===== src/logic/enc_pkg.sv =====
// Constants for the word encoder: sequencing points, divider, register map.
// Assumes a single system clock; all slower rates are enable pulses.
package enc_pkg;

  // ----------------------------------------------------------------
  // Word sequencing, counted in half-bit times
  // ----------------------------------------------------------------
  localparam logic [5:0] HALF_SYNC_SPLIT = 6'h03;
  localparam logic [5:0] HALF_SYNC_END   = 6'h06;
  localparam logic [5:0] HALF_DATA_END   = 6'h26;
  localparam logic [5:0] HALF_LAST       = 6'h27;
  localparam logic [5:0] HALF_REQ_ON     = 6'h05;
  localparam logic [5:0] HALF_REQ_OFF    = 6'h25;
  localparam logic [5:0] HALF_RESET      = 6'h00;
  localparam logic       PARITY_SEED     = 1'b1;

  // ----------------------------------------------------------------
  // Divide-by-six
  // ----------------------------------------------------------------
  localparam logic [2:0] DIV_LAST  = 3'h5;
  localparam logic [2:0] DIV_HALF  = 3'h3;
  localparam logic [2:0] DIV_RESET = 3'h0;

  // ----------------------------------------------------------------
  // Register map (byte offsets) and fields
  // ----------------------------------------------------------------
  localparam logic [7:0]  OFF_CTRL      = 8'h00;
  localparam logic [7:0]  OFF_STATUS    = 8'h04;
  localparam logic [7:0]  OFF_WORDS     = 8'h08;
  localparam int unsigned CTRL_DRIVE    = 0;
  localparam int unsigned CTRL_ABORT    = 1;
  localparam logic        CTRL_DRIVE_RV = 1'b1;
  localparam logic [15:0] WORDS_RESET   = 16'h0000;

  typedef enum logic [2:0]
  {
    ST_IDLE  = 3'b001,
    ST_ARMED = 3'b010,
    ST_SEND  = 3'b100
  } enc_state_t;

endpackage : enc_pkg


===== src/logic/enc_ctl_if.sv =====
// Control and status between the register slave and the encoder core.
// Assumes both ends run on the same clock.
interface enc_ctl_if;
  logic        drive_en;
  logic        abort;
  logic        busy;
  logic        data_req;
  logic        cmd_sync;
  logic [15:0] words;

  modport regs (output drive_en, output abort,
                input busy, input data_req, input cmd_sync, input words);
  modport core (input drive_en, input abort,
                output busy, output data_req, output cmd_sync, output words);
endinterface : enc_ctl_if


===== src/logic/div6_counter.sv =====
// Divide-by-six of the system clock into a square wave output.
// Assumes clr is synchronous to clk.
module div6_counter
  import enc_pkg::*;
(
  input  wire logic clk,
  input  wire logic rst_n,
  input  wire logic clr,
  output logic      div_out
);

  logic [2:0] cnt_q;

  always_ff @(posedge clk or negedge rst_n)
  begin
    if (!rst_n)
    begin
      cnt_q   <= DIV_RESET;
      div_out <= 1'b0;
    end
    else if (clr)
    begin
      cnt_q   <= DIV_RESET;
      div_out <= 1'b0;
    end
    else
    begin
      cnt_q   <= (cnt_q == DIV_LAST) ? DIV_RESET : cnt_q + 3'h1;
      div_out <= cnt_q < DIV_HALF;
    end
  end

endmodule : div6_counter


===== src/logic/enc_ahb_regs.sv =====
// AHB-Lite slave holding the encoder control, status and word count.
// Assumes single word transfers; never inserts wait states, always OKAY.
module enc_ahb_regs
  import enc_pkg::*;
(
  input  wire logic        clk,
  input  wire logic        rst_n,
  input  wire logic        hsel,
  input  wire logic [31:0] haddr,
  input  wire logic [1:0]  htrans,
  input  wire logic        hwrite,
  input  wire logic [31:0] hwdata,
  input  wire logic        hready,
  output logic      [31:0] hrdata,
  output logic             hreadyout,
  output logic             hresp,
  enc_ctl_if.regs          ctl
);

  logic       wr_pend_q;
  logic [7:0] wr_addr_q;
  logic       drive_q;
  logic       abort_q;

  // ----------------------------------------------------------------
  // Decode
  // ----------------------------------------------------------------
  wire        take       = hsel & htrans[1] & hready;
  wire        ctrl_wr    = wr_pend_q & (wr_addr_q == OFF_CTRL);
  wire        drive_next = ctrl_wr ? hwdata[CTRL_DRIVE] : drive_q;
  wire [31:0] rd_val     =
      (haddr[7:0] == OFF_CTRL)   ? {31'h0, drive_next} :
      (haddr[7:0] == OFF_STATUS) ? {29'h0, ctl.cmd_sync, ctl.data_req, ctl.busy} :
      (haddr[7:0] == OFF_WORDS)  ? {16'h0, ctl.words} : 32'h0;

  assign ctl.drive_en = drive_q;
  assign ctl.abort    = abort_q;

  always_ff @(posedge clk or negedge rst_n)
  begin
    if (!rst_n)
    begin
      wr_pend_q <= 1'b0;
      wr_addr_q <= 8'h00;
      drive_q   <= CTRL_DRIVE_RV;
      abort_q   <= 1'b0;
      hrdata    <= 32'h0;
      hreadyout <= 1'b0;
      hresp     <= 1'b0;
    end
    else
    begin
      hreadyout <= 1'b1;
      hresp     <= 1'b0;
      wr_pend_q <= take & hwrite;
      wr_addr_q <= take ? haddr[7:0] : wr_addr_q;
      drive_q   <= drive_next;
      abort_q   <= ctrl_wr & hwdata[CTRL_ABORT];
      if (take && !hwrite)
      begin
        hrdata <= rd_val;
      end
    end
  end

endmodule : enc_ahb_regs


===== src/logic/manchester_word_encoder.sv =====
// Manchester II word encoder: sync, sixteen data bits and parity on a
// bipolar pair of active-low line outputs, with a serial data handshake.
// Assumes all pins are synchronous to CLK (the encoder clock).
//
// The placing of the registers and the AHB-Lite interface to the registers are this design's own decisions.
module manchester_word_encoder
  import enc_pkg::*;
(
  input  wire logic        CLK,
  input  wire logic        RST_N,
  input  wire logic        MRST,
  input  wire logic        SEND_CLK_IN,
  input  wire logic        TX_ENABLE,
  input  wire logic        SYNC_SEL,
  input  wire logic        TX_SERIAL_INPUT,
  input  wire logic        INHIBIT_N,
  output logic             SHIFT_CLK,
  output logic             SEND_DATA,
  output logic             DIV6_OUT,
  output logic             LINE_POS_N,
  output logic             LINE_NEG_N,
  input  wire logic        HSEL,
  input  wire logic [31:0] HADDR,
  input  wire logic [1:0]  HTRANS,
  input  wire logic        HWRITE,
  input  wire logic [2:0]  HSIZE,
  input  wire logic [31:0] HWDATA,
  input  wire logic        HREADY,
  output logic      [31:0] HRDATA,
  output logic             HREADYOUT,
  output logic             HRESP
);

  import enc_pkg::*;

  // ----------------------------------------------------------------
  // Registers and control carrier
  // ----------------------------------------------------------------
  enc_ctl_if ctl ();

  enc_ahb_regs u_regs
  (
    .clk       (CLK),
    .rst_n     (RST_N),
    .hsel      (HSEL),
    .haddr     (HADDR),
    .htrans    (HTRANS),
    .hwrite    (HWRITE),
    .hwdata    (HWDATA),
    .hready    (HREADY),
    .hrdata    (HRDATA),
    .hreadyout (HREADYOUT),
    .hresp     (HRESP),
    .ctl       (ctl.regs)
  );

  // ----------------------------------------------------------------
  // Divide-by-six output
  // ----------------------------------------------------------------
  div6_counter u_div6
  (
    .clk     (CLK),
    .rst_n   (RST_N),
    .clr     (MRST),
    .div_out (DIV6_OUT)
  );

  // ----------------------------------------------------------------
  // State
  // ----------------------------------------------------------------
  enc_state_t  state_q;
  enc_state_t  state_d;
  logic [5:0]  half_q;
  logic [5:0]  half_d;
  logic        sck_prev_q;
  logic        shclk_q;
  logic        rst_pend_q;
  logic        again_q;
  logic        again_d;
  logic        cmd_q;
  logic        cmd_d;
  logic        cur_q;
  logic        cur_d;
  logic        par_q;
  logic        par_d;
  logic        req_q;
  logic        req_d;
  logic        pos_q;
  logic        pos_d;
  logic        neg_q;
  logic        neg_d;
  logic [15:0] words_q;
  logic [15:0] words_d;

  // ----------------------------------------------------------------
  // Clock events and decode
  // ----------------------------------------------------------------
  wire       send_tick  = SEND_CLK_IN & ~sck_prev_q;
  wire       tick_rise  = send_tick & ~shclk_q;
  wire       tick_fall  = send_tick & shclk_q;
  wire       reset_req  = MRST | ctl.abort;
  wire       enc_clear  = send_tick & (rst_pend_q | reset_req);
  wire [5:0] half_inc   = half_q + 6'h01;
  wire       in_sync    = half_inc < HALF_SYNC_END;
  wire       sync_first = half_inc < HALF_SYNC_SPLIT;
  wire       bit_half   = ~half_inc[0];
  wire       in_data    = half_inc < HALF_DATA_END;
  wire       bit_now    = in_data ? TX_SERIAL_INPUT : par_q;
  wire       sync_level = sync_first ? cmd_q : ~cmd_q;
  wire       data_level = bit_half ? bit_now : ~cur_q;
  wire       level_next = in_sync ? sync_level : data_level;
  wire       word_done  = half_q == HALF_LAST;
  wire       drive_ok   = INHIBIT_N & ctl.drive_en;

  assign SHIFT_CLK    = shclk_q;
  assign SEND_DATA    = req_q;
  assign ctl.busy     = state_q != ST_IDLE;
  assign ctl.data_req = req_q;
  assign ctl.cmd_sync = cmd_q;
  assign ctl.words    = words_q;

  // ----------------------------------------------------------------
  // Word sequencer
  // ----------------------------------------------------------------
  always_comb
  begin
    state_d = state_q;
    half_d  = half_q;
    again_d = again_q;
    cmd_d   = cmd_q;
    cur_d   = cur_q;
    par_d   = par_q;
    req_d   = req_q;
    pos_d   = pos_q;
    neg_d   = neg_q;
    words_d = words_q;
    if (enc_clear)
    begin
      state_d = ST_IDLE;
      half_d  = HALF_RESET;
      again_d = 1'b0;
      req_d   = 1'b0;
      pos_d   = 1'b0;
      neg_d   = 1'b0;
    end
    else if (send_tick)
    begin
      unique case (state_q)
        ST_IDLE:
        begin
          if (tick_fall && TX_ENABLE)
          begin
            state_d = ST_ARMED;
          end
        end
        ST_ARMED:
        begin
          state_d = ST_SEND;
          half_d  = HALF_RESET;
          cmd_d   = SYNC_SEL;
          par_d   = PARITY_SEED;
          pos_d   = SYNC_SEL;
          neg_d   = ~SYNC_SEL;
        end
        ST_SEND:
        begin
          if (word_done)
          begin
            words_d = words_q + 16'h0001;
            again_d = 1'b0;
            if (again_q)
            begin
              half_d = HALF_RESET;
              cmd_d  = SYNC_SEL;
              par_d  = PARITY_SEED;
              pos_d  = SYNC_SEL;
              neg_d  = ~SYNC_SEL;
            end
            else
            begin
              state_d = ST_IDLE;
              pos_d   = 1'b0;
              neg_d   = 1'b0;
            end
          end
          else
          begin
            half_d = half_inc;
            pos_d  = level_next;
            neg_d  = ~level_next;
            if (!in_sync && bit_half)
            begin
              cur_d = bit_now;
            end
            if (!in_sync && bit_half && in_data)
            begin
              par_d = par_q ^ TX_SERIAL_INPUT;
            end
            if (half_inc == HALF_REQ_ON)
            begin
              req_d = 1'b1;
            end
            if (half_inc == HALF_REQ_OFF)
            begin
              req_d = 1'b0;
            end
            if (half_inc == HALF_LAST)
            begin
              again_d = TX_ENABLE;
            end
          end
        end
      endcase
    end
  end

  // ----------------------------------------------------------------
  // Shift clock and pending abort
  // ----------------------------------------------------------------
  always_ff @(posedge CLK or negedge RST_N)
  begin
    if (!RST_N)
    begin
      sck_prev_q <= 1'b0;
      shclk_q    <= 1'b0;
      rst_pend_q <= 1'b0;
    end
    else
    begin
      sck_prev_q <= SEND_CLK_IN;
      if (MRST)
      begin
        shclk_q <= 1'b0;
      end
      else if (send_tick)
      begin
        shclk_q <= ~shclk_q;
      end
      if (reset_req)
      begin
        rst_pend_q <= 1'b1;
      end
      else if (send_tick)
      begin
        rst_pend_q <= 1'b0;
      end
    end
  end

  // ----------------------------------------------------------------
  // Sequencer registers
  // ----------------------------------------------------------------
  always_ff @(posedge CLK or negedge RST_N)
  begin
    if (!RST_N)
    begin
      state_q <= ST_IDLE;
      half_q  <= HALF_RESET;
      again_q <= 1'b0;
      cmd_q   <= 1'b0;
      cur_q   <= 1'b0;
      par_q   <= PARITY_SEED;
      req_q   <= 1'b0;
      pos_q   <= 1'b0;
      neg_q   <= 1'b0;
      words_q <= WORDS_RESET;
    end
    else
    begin
      state_q <= state_d;
      half_q  <= half_d;
      again_q <= again_d;
      cmd_q   <= cmd_d;
      cur_q   <= cur_d;
      par_q   <= par_d;
      req_q   <= req_d;
      pos_q   <= pos_d;
      neg_q   <= neg_d;
      words_q <= words_d;
    end
  end

  // ----------------------------------------------------------------
  // Line drive, gated every clock so inhibit acts on the next CLK edge
  // ----------------------------------------------------------------
  always_ff @(posedge CLK or negedge RST_N)
  begin
    if (!RST_N)
    begin
      LINE_POS_N <= 1'b1;
      LINE_NEG_N <= 1'b1;
    end
    else
    begin
      LINE_POS_N <= ~(pos_d & drive_ok);
      LINE_NEG_N <= ~(neg_d & drive_ok);
    end
  end

endmodule : manchester_word_encoder


===== config.mk =====
export PLATFORM = sky130hd
export DESIGN_NAME = manchester_word_encoder
export DESIGN_NICKNAME = d
export VERILOG_FILES = /design/src/logic/enc_pkg.sv /design/src/logic/enc_ctl_if.sv /design/src/logic/div6_counter.sv /design/src/logic/enc_ahb_regs.sv /design/src/logic/manchester_word_encoder.sv
export SDC_FILE = /design/constraint.sdc
export NUM_CORES = 1
export LEC_CHECK = 0
export BUFFER_PORTS_ARGS = -buffer_cell sky130_fd_sc_hd__clkbuf_2
export CAP_MARGIN = 10
export CELL_PAD_IN_SITES_DETAIL_PLACEMENT = 0
export CELL_PAD_IN_SITES_GLOBAL_PLACEMENT = 1
export CORE_MARGIN = 2
export CORE_UTILIZATION = 38
export CTS_CLUSTER_SIZE = 30
export DETAILED_ROUTE_END_ITERATION = 8
export HOLD_SLACK_MARGIN = 0.06
export PLACE_DENSITY = 0.77
export SETUP_SLACK_MARGIN = 0.05
export SLEW_MARGIN = 20
export SYNTH_ARGS = -nofsm -noshare
export SYNTH_HDL_FRONTEND = slang
export SYNTH_SLANG_ARGS = --single-unit

===== constraint.sdc =====
create_clock -name CLK -period 2.6 [get_ports CLK]
set_input_delay 0.65 -clock CLK [delete_from_list [all_inputs] [get_ports CLK]]
set_output_delay 0.65 -clock CLK [all_outputs]
set_load 0.03 [all_outputs]

* Yosys cells after proc, flatten, opt, wreduce, memory -nomap -nowiden
Index checks and enable logic that the tools add are counted.
Storage, ports and cells: flip-flop bits (word level) 85, input port bits 80, output and inout bits 39, logic and storage cells 153
Operators by class: reductions and logical operators 24, mux-type cells 54, $add $sub $neg 3, order comparisons 4, bitwise logic cells 25, equal/unequal tests 20
Operators by type and width (number):
- $mux 32 | 2
- $mux 1 | 34
- $mux 6 | 4
- $mux 3 | 7
- $eq 6x6->1 const B | 3
- $add 16x1->16 const B | 1
- $logic_not 8->1 | 2
- $mux 16 | 1
- $ne 3x3->1 const B | 5
- $reduce_and 5->1 | 3
- $pmux 6 s2 | 1
- $reduce_and 4->1 | 3
- $and 1x1->1 | 11
- $not 1->1 | 11
- $reduce_bool 2->1 | 5
- $pmux 3 s3 | 1
- $reduce_bool 3->1 | 3
- $eq 8x3->1 const B | 1
- $eq 8x4->1 const B | 1
- $pmux 1 s2 | 4
- $add 6x1->6 const B | 1
- $eq 3x3->1 const B | 2
- $eq 6x3->1 const B | 1
- $lt 6x2->1 const B | 1
- 14 further kinds | 22

* Logic depth before layout (Yosys ltp)
Gate-level depths: netlist (run 1).
depth in word-level cells 12, mapped depth 9, mapped depth without buffers 8

* Modules after synthesis
From an unflattened synthesis (run 1), not the netlist that was laid out.
Second synthesis, totals: cells, all modules 329, area, all modules 3530.9 µm²
Modules (own cells, without submodules):
- manchester_word_encoder | cells each 213, area each 2105.8 µm², sequential area each 930.9 µm², times used 1
- enc_ahb_regs | cells each 104, area each 1271.2 µm², sequential area each 701.9 µm², times used 1
- div6_counter | cells each 12, area each 153.9 µm², sequential area each 100.1 µm², times used 1

* Least setup slack after synthesis (run 1)
OpenSTA, ideal clock, no wires.
path type register to register, start register half_q[0], end register neg_q, required time 2.473 ns, cell stages (with the launch flop) 10, path slack 0.391 ns, buffers on the path 1, arrival time 2.082 ns, period minus slack after synthesis 2.209 ns, library setup time 0.127 ns, cell sequence dfrtp_1 -> clkbuf_1 -> inv_1 -> ha_1 -> a21oi_1 -> a2bb2oi_1 -> and2_1 -> o32a_1 -> a21oi_1 -> or2_2
Between the ends: longest elaborated chain between the ends 10, elaborated cells on any way between the ends 14, classes of those cells add/sub: 1; order compare: 3; eq/ne: 1; mux: 8; bitwise: 1
RTL lines:
- from (decl) | RTL line manchester_word_encoder.sv:73 | logic [5:0] half_q;
- from (signal assigned) | RTL line manchester_word_encoder.sv:271 | half_q <= half_d;
- $add 6x1->6 | RTL line manchester_word_encoder.sv:103 | wire [5:0] half_inc = half_q + 6'h01;
- $lt 6x6->1 | RTL line manchester_word_encoder.sv:107 | wire in_data = half_inc < HALF_DATA_END;
- $mux 1 | RTL line manchester_word_encoder.sv:108 | wire bit_now = in_data ? TX_SERIAL_INPUT : par_q;
- $mux 1 | RTL line manchester_word_encoder.sv:110 | wire data_level = bit_half ? bit_now : ~cur_q;
- $mux 1 | RTL line manchester_word_encoder.sv:111 | wire level_next = in_sync ? sync_level : data_level;
- $not 1->1 | RTL line manchester_word_encoder.sv:190 | neg_d = ~level_next;
- $mux 1 * | RTL line manchester_word_encoder.sv:167 | if (word_done)
- $pmux 1 s2 * | RTL line manchester_word_encoder.sv:148 | unique case (state_q)
- $mux 1 * | RTL line manchester_word_encoder.sv:146 | else if (send_tick)
- $mux 1 * | RTL line manchester_word_encoder.sv:137 | if (enc_clear)
- named net neg_d | RTL line manchester_word_encoder.sv:91 | logic neg_d;
- to (signal assigned) | RTL line manchester_word_encoder.sv:278 | neg_q <= neg_d;
- to (decl) | RTL line manchester_word_encoder.sv:90 | logic neg_q;
Mark *: on every way through the listed nets, which the timed path passes. The rest lies on a longest branch. A chain may end at the register's enable or synchronous reset.

* Worst setup path in the final report (run 1)
start register half_q[1], end register words_q[15] (netlist: ctl.words[15])
Between the ends: longest elaborated chain between the ends 2
RTL lines:
- $eq 6x6->1 | RTL line manchester_word_encoder.sv:112 | wire word_done = half_q == HALF_LAST;
- $reduce_and 4->1 (no line)
- to (signal assigned) | RTL line manchester_word_encoder.sv:279 | words_q <= words_d;
- to (decl) | RTL line manchester_word_encoder.sv:92 | logic [15:0] words_q;
Every way passes these cells.

==> flow_metrics.env, run 1 <==
export IMPL_grt_pass1_wl_mm=12.7
export IMPL_period_share_pct=87.3
export IMPL_hp_class="input port to asynchronous set/reset pin"
export IMPL_routed_via_count=2730
export IMPL_max_freq_mhz=441
export IMPL_path_clk_slew_ns=0.08
export IMPL_die_h_um=102
export IMPL_fin_tns_setup_ns=0
export IMPL_num_nets_final=496
export IMPL_syn_to_final_growth_pct=14.8
export IMPL_finalClockSkew_ns=0.00752
export IMPL_setup_viol=0
export IMPL_r2r_cells=7
export IMPL_cts_tree="yes"
export IMPL_yosysUniqueCellTypes=64
export IMPL_timing_rr_start="half_q[1]"
export IMPL_grt_pass1_vias=2654
export IMPL_synth_edf_count=0
export IMPL_synthCells=357
export IMPL_fin_crit_ns=2.27
export IMPL_cts_max_level=3
export IMPL_syn_area_um2=3630
export IMPL_synthFlopType="dfrtp_1"
export IMPL_drc=0
export IMPL_yosysWarnings=0
export IMPL_top_level_ports=119
export IMPL_grt_max_degree=70
export IMPL_coreArea_um2=9240
export IMPL_yosysSeqAreaShare_pct=47.7
export IMPL_cts_setup_buffers=0
export IMPL_n_antenna_cell=0
export IMPL_start_util_pct=39.3
export IMPL_final_max_slew_viol_count=0
export IMPL_rsz0062_at_grt="no"
export IMPL_p_leak_nw=1.93
export IMPL_critPathLaunchType="register"
export IMPL_gp_congestion=0.856
export IMPL_synth_seq_cells=69
export IMPL_drive_gt1_share_pct=25.2
export IMPL_finalHoldViolCount=0
export IMPL_clockBufferDepth=2
export IMPL_cts_sinks=69
export IMPL_post_dp_cell_area_um2=3980
export IMPL_worstReg2RegEnd="ctl.words[15]"
export IMPL_drt_initial_drc_count=135
export IMPL_ff2ff_setup_slack_ns=0.33
export IMPL_die_x_um=102
export IMPL_wl_per_cell_um=13.9
export IMPL_die_area_um2=10400
export IMPL_antenna_found_initial=0
export IMPL_cts_root_buf="clkbuf_8"
export IMPL_drt_total_wl_mm=7.59
export IMPL_antenna_left=0
export IMPL_grt_use_total_pct=15.6
export IMPL_port_buffers=43
export IMPL_rows=35
export IMPL_numCtsBuffers=9
export IMPL_viasPerCell=5.01
export IMPL_synthArstFlopShare_pct=100
export IMPL_ys_top_cells_by_area="dfrtp_1, a22o_1, buf_4"
export IMPL_grt_overflow_total=0
export IMPL_status="completed"
export IMPL_clock_latency_ns=0.33
export IMPL_postSynthAreaPerCell_um2=10.2
export IMPL_drt_first_pass_iters=4
export IMPL_dp_hpwl_mm=5.53
export IMPL_worstSetupPathType="register to register"
export IMPL_holdBufCountCts=0
export IMPL_path_max_fanout=7
export IMPL_worstPathRequired_ns=2.85
export IMPL_synth_top_area_cell="dfrtp_1"
export IMPL_power_density_nw_per_um2=558
export IMPL_maxCapViolCount=0
export IMPL_synth_top_area_share_pct=44.1
export IMPL_ir_drop_mv=0.232
export IMPL_design_area_um2=4170
export IMPL_cp_end_kind="register"
export IMPL_arrival_ns=2.52
export IMPL_cts_resized=0
## synthesized netlist by cell type, types with 3 or more instances
cell type	number
nor2b_1	7
buf_2	3
nand3_1	10
buf_6	4
a22o_1	16
ha_1	4
nor3_1	12
dfstp_2	5
o21ai_0	14
xnor2_1	10
nand4_1	6
clkbuf_1	5
and3_1	3
mux2i_1	3
buf_4	18
nor2_1	29
a31oi_1	5
nand2_1	26
inv_1	12
nand2b_1	7
dfrtp_1	64
mux2_2	11
xor2_1	8
a22oi_1	5
a21oi_1	14
or3_1	6
o31ai_1	3
## layer usage
| layer | GRT usage (%) | share of wire, % | routed length, µm | up-vias |
|---|---|---|---|---|
| met5 | 0 | 0 | 0 | - |
| met4 | 6.65 | 0.95 | 72 | 0 |
| met3 | 2.83 | 3.9 | 293 | 4 |
| met2 | 23.8 | 46 | 3480 | 58 |
| met1 | 21.7 | 49 | 3750 | 1310 |
| li1 | - | - | - | 1358 |
## critical path, stage by stage, from the launching register on
cell,delay [ns]
dfrtp_1,0.45
ha_1,0.22
nand2b_2,0.07
or3_1,0.41
nor4_2,0.27
nand4_1,0.28
nor3_1,0.32
xor2_1,0.17
## area by class of cell
class | instances | area [µm²]
Sequential cell | 69 | 1730
Multi-Input combinational cell | 261 | 1690
Inverter | 12 | 45.0
Fill cell | 882 | 5070
Clock buffer | 9 | 124
Tap cell | 129 | 161
Timing Repair Buffer | 59 | 348
Clock inverter | 6 | 63.8
## stage by stage
step / cells / utilization (%) / setup WS, ns / hold slack [ns] / total power [mW]
after floorplan: 373 / - / 0.391 / 0.354 / 1.42
after global placement: 530 / 43.1 / 0.187 / 0.457 / 1.49
after detailed placement: 530 / 43.1 / 0.190 / 0.461 / 1.49
after CTS: 545 / 45.1 / 0.323 / 0.338 / 2.36
after global routing: 545 / 45.1 / 0.163 / 0.341 / 2.46
final: 545 / 45.1 / 0.330 / 0.332 / 2.33
## state kept, by name, indices dropped and copies added (netlist names), 3 cells and up
register / count
ctl.words: 16
half_q: 6
state_q: 3
u_div6.cnt_q: 3
u_regs.hrdata: 16
u_regs.wr_addr_q: 8
## logic make-up after synthesis
logic type / Yosys count / share of synthesized area [%]
other: 2 / 0.207
multiplexers: 14 / 4.24
AO/OA/AOI/OAI: 77 / 15.0
buffers and inverters: 43 / 7.27
AND/OR/NAND/NOR: 130 / 19.8
adder cells (fa/ha/maj): 4 / 1.38
XOR/XNOR: 18 / 4.34
flip-flops: 69 / 47.7
## report_power, final
part / internal (mW) / switching, mW
combinational: 0.114 / 0.159
clock: 0.438 / 0.417
sequential: 1.14 / 0.0582
total: 1.69 / 0.634
## worst max path at each step
| stage | slack, ns | from | to | cells past startpoint |
|---|---|---|---|---|
| 2_1_floorplan | 0.39 | half_q[0] | neg_q | 9 |
| 3_3_place_gp | 0.19 | MRST | ctl.words[15] | 6 |
| 3_5_place_dp | 0.19 | MRST | ctl.words[15] | 6 |
| 4_1_cts | 0.32 | half_q[1] | ctl.words[15] | 7 |
| 5_1_grt | 0.16 | half_q[1] | par_q | 8 |
| 6_report | 0.33 | half_q[1] | ctl.words[15] | 7 |
## placed cells by master, fill, tap and decap left out, drive strengths merged, types with 4 or more instances in the layout
cell type  synthesis  routed
nor2b              7       7
nand2b             9       9
dfstp              5       5
dfrtp             64      64
nand3             11      11
inv               12      13
xnor2             10      10
xor2               8       8
clkbuf             6      51
or3                6       6
a31oi              5       5
nand4              7       7
nor3              14      14
a22oi              5       5
conb               2      18
buf               25      17
mux2              11      11
ha                 4       4
nand2             27      27
nor2              29      29
a22o              16      16
a21oi             14      14
o21ai             14      14
(Power assumes the default switching activity.)
==> run 2, diff against run 1 <==
clock period = 2.4 ns   (was 2.6 ns; I/O delays follow)
==> run 2 against run 1 <==
  * Critical path depth is the same
  * Core utilization grew 1.0 points
  * Clock power grew 9.8%
  * Global-route usage rose by 0.69 points
  * Cell count increased by 1.8%
  * Non-clock buffer count grew 10
==> flow_metrics.env, run 2 (synthesized netlist as in run 1, its figures left out) <==
export IMPL_period_share_pct=90.7
export IMPL_rsz0062_at_grt="no"
export IMPL_clockBufferDepth=2
export IMPL_drive_gt1_share_pct=27.2
export IMPL_start_util_pct=39.3
export IMPL_drt_initial_drc_count=154
export IMPL_setup_viol=0
export IMPL_layout_commonest_cell="dfrtp_1"
export IMPL_cts_root_buf="clkbuf_8"
export IMPL_fin_util_pct=46.1
export IMPL_cts_tree="yes"
export IMPL_cts_max_level=3
export IMPL_antenna_left=0
export IMPL_finalHoldViolCount=0
export IMPL_cpPeakStageDelay_ns=0.43
export IMPL_worstPathRequired_ns=2.67
export IMPL_n_antenna_cell=0
export IMPL_viasPerCell=5.05
export IMPL_p_leak_nw=1.98
export IMPL_die_h_um=102
export IMPL_status="completed"
export IMPL_cts_setup_buffers=0
export IMPL_holdBufCountCts=0
export IMPL_coreArea_um2=9240
export IMPL_antenna_found_initial=0
export IMPL_cp_end_kind="register"
export IMPL_drt_first_pass_iters=4
export IMPL_max_freq_mhz=459
export IMPL_crit_slowest_cell="dfrtp_1"
export IMPL_grt_pass1_vias=2607
export IMPL_syn_to_final_growth_pct=17.4
export IMPL_ir_drop_mv=0.368
export IMPL_hold_ws_ns=0.264
export IMPL_grt_use_total_pct=16.3
export IMPL_cts_sinks=69
export IMPL_fin_tns_setup_ns=0
export IMPL_gp_congestion=0.872
export IMPL_wl_per_cell_um=13.9
export IMPL_critical_path_top_delay_family="simple AND/OR/NAND/NOR gates"
export IMPL_critPathLaunchType="register"
export IMPL_routed_via_count=2800
export IMPL_cts_resized=0
export IMPL_top_level_ports=119
export IMPL_grt_max_degree=70
export IMPL_final_cell_mix="dfrtp_1, clkbuf_2, nor2_1, nand2_1, buf_4"
export IMPL_num_nets_final=506
export IMPL_fin_crit_ns=2.18
export IMPL_path_clk_slew_ns=0.08
export IMPL_maxCapViolCount=0
export IMPL_rows=35
export IMPL_n_fill_cell=900
export IMPL_cp_num_buf_inv=0
export IMPL_final_max_slew_viol_count=0
export IMPL_path_max_fanout=5
export IMPL_die_area_um2=10400
export IMPL_hp_class="input port to asynchronous set/reset pin"
export IMPL_power_density_nw_per_um2=596
export IMPL_crit_path_cell_trace="ha_1, nand2b_2, or3_1, nor4_2, nand4_1, nor3_1, xor2_1"
export IMPL_numCtsBuffers=9
export IMPL_drc=0
export IMPL_worstSetupPathType="register to register"
export IMPL_arrival_ns=2.45
export IMPL_clock_latency_ns=0.35
export IMPL_die_x_um=102
export IMPL_grt_pass1_wl_mm=13.0
export IMPL_grt_overflow_total=0
export IMPL_port_buffers=43
export IMPL_dp_hpwl_mm=5.67
export IMPL_drt_total_wl_mm=7.72
export IMPL_finalClockSkew_ns=0.00894
==> run 2: cell types whose count changed in the layout (fill, tap and decap cells not counted), sizes merged <==
cell  delta
buf     +10
==> run 2: power breakdown <==
group          total [mW]  internal (mW)  leakage, nW  switching (mW)
clock network       0.939          0.474       0.0915           0.465
logic               0.301          0.127        0.992           0.174
registers            1.30           1.24        0.901          0.0625
==> run 2: cell type report <==
cell class,count,area [µm²],share of cell area [%]
Tap cell,129,161,3.79
Clock buffer,9,124,2.91
Inverter,12,45.0,1.06
Timing Repair Buffer,69,435,10.2
Clock inverter,6,63.8,1.50
Sequential cell,69,1730,40.7
Multi-Input combinational cell,261,1700,39.9
==> run 2: metal layers <==
metal / part of all wire [%] / track usage [%] / vias to the layer above
met2: 44 / 24.0 / 80
li1: - / - / 1374
met5: 0 / 0 / -
met1: 49 / 23.3 / 1333
met3: 4.7 / 2.83 / 13
met4: 2.2 / 7.48 / 0
==> run 2: path summary, 6_finish.rpt <==
kind | start | endpoint | slack, ns | depth (start not counted)
min in group CLK | SEND_CLK_IN | sck_prev_q | 0.42 | 1
max in group asynchronous | RST_N | LINE_NEG_N | 1.80 | 2
min | RST_N | SHIFT_CLK | 0.26 | 2
min reg2reg | ctl.words[15] | ctl.words[15] | 0.48 | 1
max | half_q[0] | ctl.words[15] | 0.22 | 7
max reg2reg | half_q[0] | ctl.words[15] | 0.22 | 7
==> run 2: stage by stage <==
step / power (mW) / instance area, µm² / std cells / setup slack [ns]
floorplan: 1.54 / 3690 / 373 / 0.191
global placement: 1.62 / 4070 / 540 / 0.0599
detailed placement: 1.62 / 4070 / 540 / 0.0717
CTS: 2.57 / 4260 / 555 / 0.218
global route: 2.67 / 4260 / 555 / 0.0562
finish: 2.54 / 4260 / 555 / 0.224
==> run 3, diff against run 2 <==
==> constraint.sdc (replaced) <==
create_clock -name CLK -period 2.4 [get_ports CLK]
set_input_delay 0.24 -clock CLK [delete_from_list [all_inputs] [get_ports CLK]]
set_output_delay 0.24 -clock CLK [all_outputs]
set_load 0.03 [all_outputs]
==> run 3 against run 2 <==
  * Clock power grew 2.9%
  * Global-route usage increased by 0.34 points
  * Clock skew is essentially flat
  * Largest power group unchanged
  * Highest routed layer unchanged
  * Worst hold slack worse by 0.19 ns
==> flow_metrics.env, run 3 (synthesized netlist as in run 1, its figures left out) <==
export IMPL_hp_class="input port to register"
export IMPL_relSlewSlack_pct=64.4
export IMPL_routed_via_count=2810
export IMPL_register_area_um2=1730
export IMPL_path_clk_slew_ns=0.08
export IMPL_rows=35
export IMPL_grt_use_total_pct=16.6
export IMPL_finalHoldViolCount=0
export IMPL_power_density_nw_per_um2=605
export IMPL_cp_end_kind="register"
export IMPL_dp_hpwl_mm=5.86
export IMPL_n_antenna_cell=0
export IMPL_tightest_slew_ns=0.534
export IMPL_ir_drop_mv=0.233
export IMPL_fin_crit_ns=2.18
export IMPL_period_share_pct=90.7
export IMPL_fin_tns_setup_ns=0
export IMPL_critPathLaunchType="input port"
export IMPL_wl_per_cell_um=14.3
export IMPL_setup_viol=0
export IMPL_syn_to_final_growth_pct=17.2
export IMPL_start_util_pct=39.3
export IMPL_post_dp_cell_area_um2=4030
export IMPL_drc=0
export IMPL_cts_max_level=3
export IMPL_pre_cts_slack_ns=0.214
export IMPL_drt_total_wl_mm=7.95
export IMPL_multi_input_area_um2=1690
export IMPL_coreArea_um2=9240
export IMPL_numCtsBuffers=9
export IMPL_die_area_um2=10400
export IMPL_final_cell_mix="dfrtp_1, clkbuf_2, nor2_1, nand2_1, buf_4"
export IMPL_num_nets_final=505
export IMPL_cts_sinks=69
export IMPL_layout_commonest_cell="dfrtp_1"
export IMPL_drive_gt1_share_pct=26.3
export IMPL_worstPathRequired_ns=2.64
export IMPL_grt_pass1_wl_mm=13.1
export IMPL_hold_ws_ns=0.0780
export IMPL_p_sw_uw=725
export IMPL_maxCapViolCount=0
export IMPL_combPwrFrac_pct=11.9
export IMPL_antenna_left=0
export IMPL_drt_first_pass_iters=4
export IMPL_top_level_ports=119
export IMPL_seqPwrFrac_pct=50.5
export IMPL_cts_root_buf="clkbuf_8"
export IMPL_arrival_ns=2.42
export IMPL_worstSetupPathType="input port to register"
export IMPL_rsz0062_at_grt="no"
export IMPL_viasPerCell=5.06
export IMPL_drt_initial_drc_count=197
export IMPL_p_leak_nw=1.98
export IMPL_port_buffers=43
export IMPL_die_h_um=102
export IMPL_clockBufferDepth=2
export IMPL_design_area_um2=4250
export IMPL_path_max_fanout=5
export IMPL_cts_setup_buffers=0
export IMPL_grt_max_degree=34
export IMPL_intPower_mw=1.85
export IMPL_die_x_um=102
export IMPL_cts_tree="yes"
export IMPL_clock_latency_ns=0.35
export IMPL_gp_congestion=0.835
export IMPL_status="completed"
export IMPL_final_max_slew_viol_count=0
export IMPL_n_fill_cell=893
export IMPL_max_freq_mhz=459
export IMPL_fin_ws_ns=0.223
export IMPL_finalPower_mw=2.57
export IMPL_antenna_found_initial=0
export IMPL_grt_pass1_vias=2635
export IMPL_finalClockSkew_ns=0.00894
export IMPL_p_clk_share_pct=37.5
export IMPL_power_switching_share_pct=28.2
export IMPL_cts_resized=0
export IMPL_grt_overflow_total=0
run 3: worst max-delay path, cell delays in order:
cell,delay [ns]
dlygate4sd3_1,0.53
clkbuf_2,0.14
or3b_2,0.54
nor3_2,0.17
and4_1,0.26
nand4_2,0.19
nand2b_1,0.22
xnor2_1,0.12
run 3: routing by layer:
metal	GRT usage, %	vias up	wire (µm)
met5	0	-	0
met3	4.00	13	370
met2	24.9	67	3680
met4	7.28	0	132
li1	-	1371	-
met1	22.8	1359	3770
run 3: path summary, 6_finish.rpt:
kind | from | to | slack, ns | depth (start not counted)
min in group asynchronous | RST_N | u_regs.hrdata[10] | 0.40 | 2
min | HWDATA[1] | u_regs.ctl.abort | 0.08 | 3
max reg2reg | half_q[0] | ctl.words[15] | 0.22 | 7
min reg2reg | ctl.words[15] | ctl.words[15] | 0.47 | 1
max | SEND_CLK_IN | ctl.words[12] | 0.22 | 8
max in group asynchronous | RST_N | par_q | 1.37 | 3
run 3: power by group through the flow:
stage / combinational, mW / sequential, mW / clock, mW
after detailed placement: 0.304 / 1.32 / 0
after floorplan: 0.240 / 1.30 / 0
final: 0.307 / 1.30 / 0.966
after CTS: 0.309 / 1.30 / 0.994
after global routing: 0.343 / 1.31 / 1.04
after global placement: 0.299 / 1.32 / 0
run 3: stage by stage:
step | utilization (%) | cells
finish | 46.0 | 555
global route | 46.0 | 555
CTS | 46.0 | 555
detailed placement | 43.6 | 536
global placement | 43.6 | 536
floorplan | - | 373
run 3: what timing repair did:
action / in CTS / in global routing
hold buffers: 3 / 0
endpoints found under the hold margin: 22 / 0
endpoints found under the setup margin: 0 / 0
run 3: layout make-up:
class / instances / share of cell area (%)
Multi-Input combinational cell: 261 / 39.8
Timing Repair Buffer: 68 / 9.94
Tap cell: 129 / 3.79
Inverter: 12 / 1.06
Clock buffer: 9 / 2.91
Sequential cell: 69 / 40.7
Clock inverter: 7 / 1.74
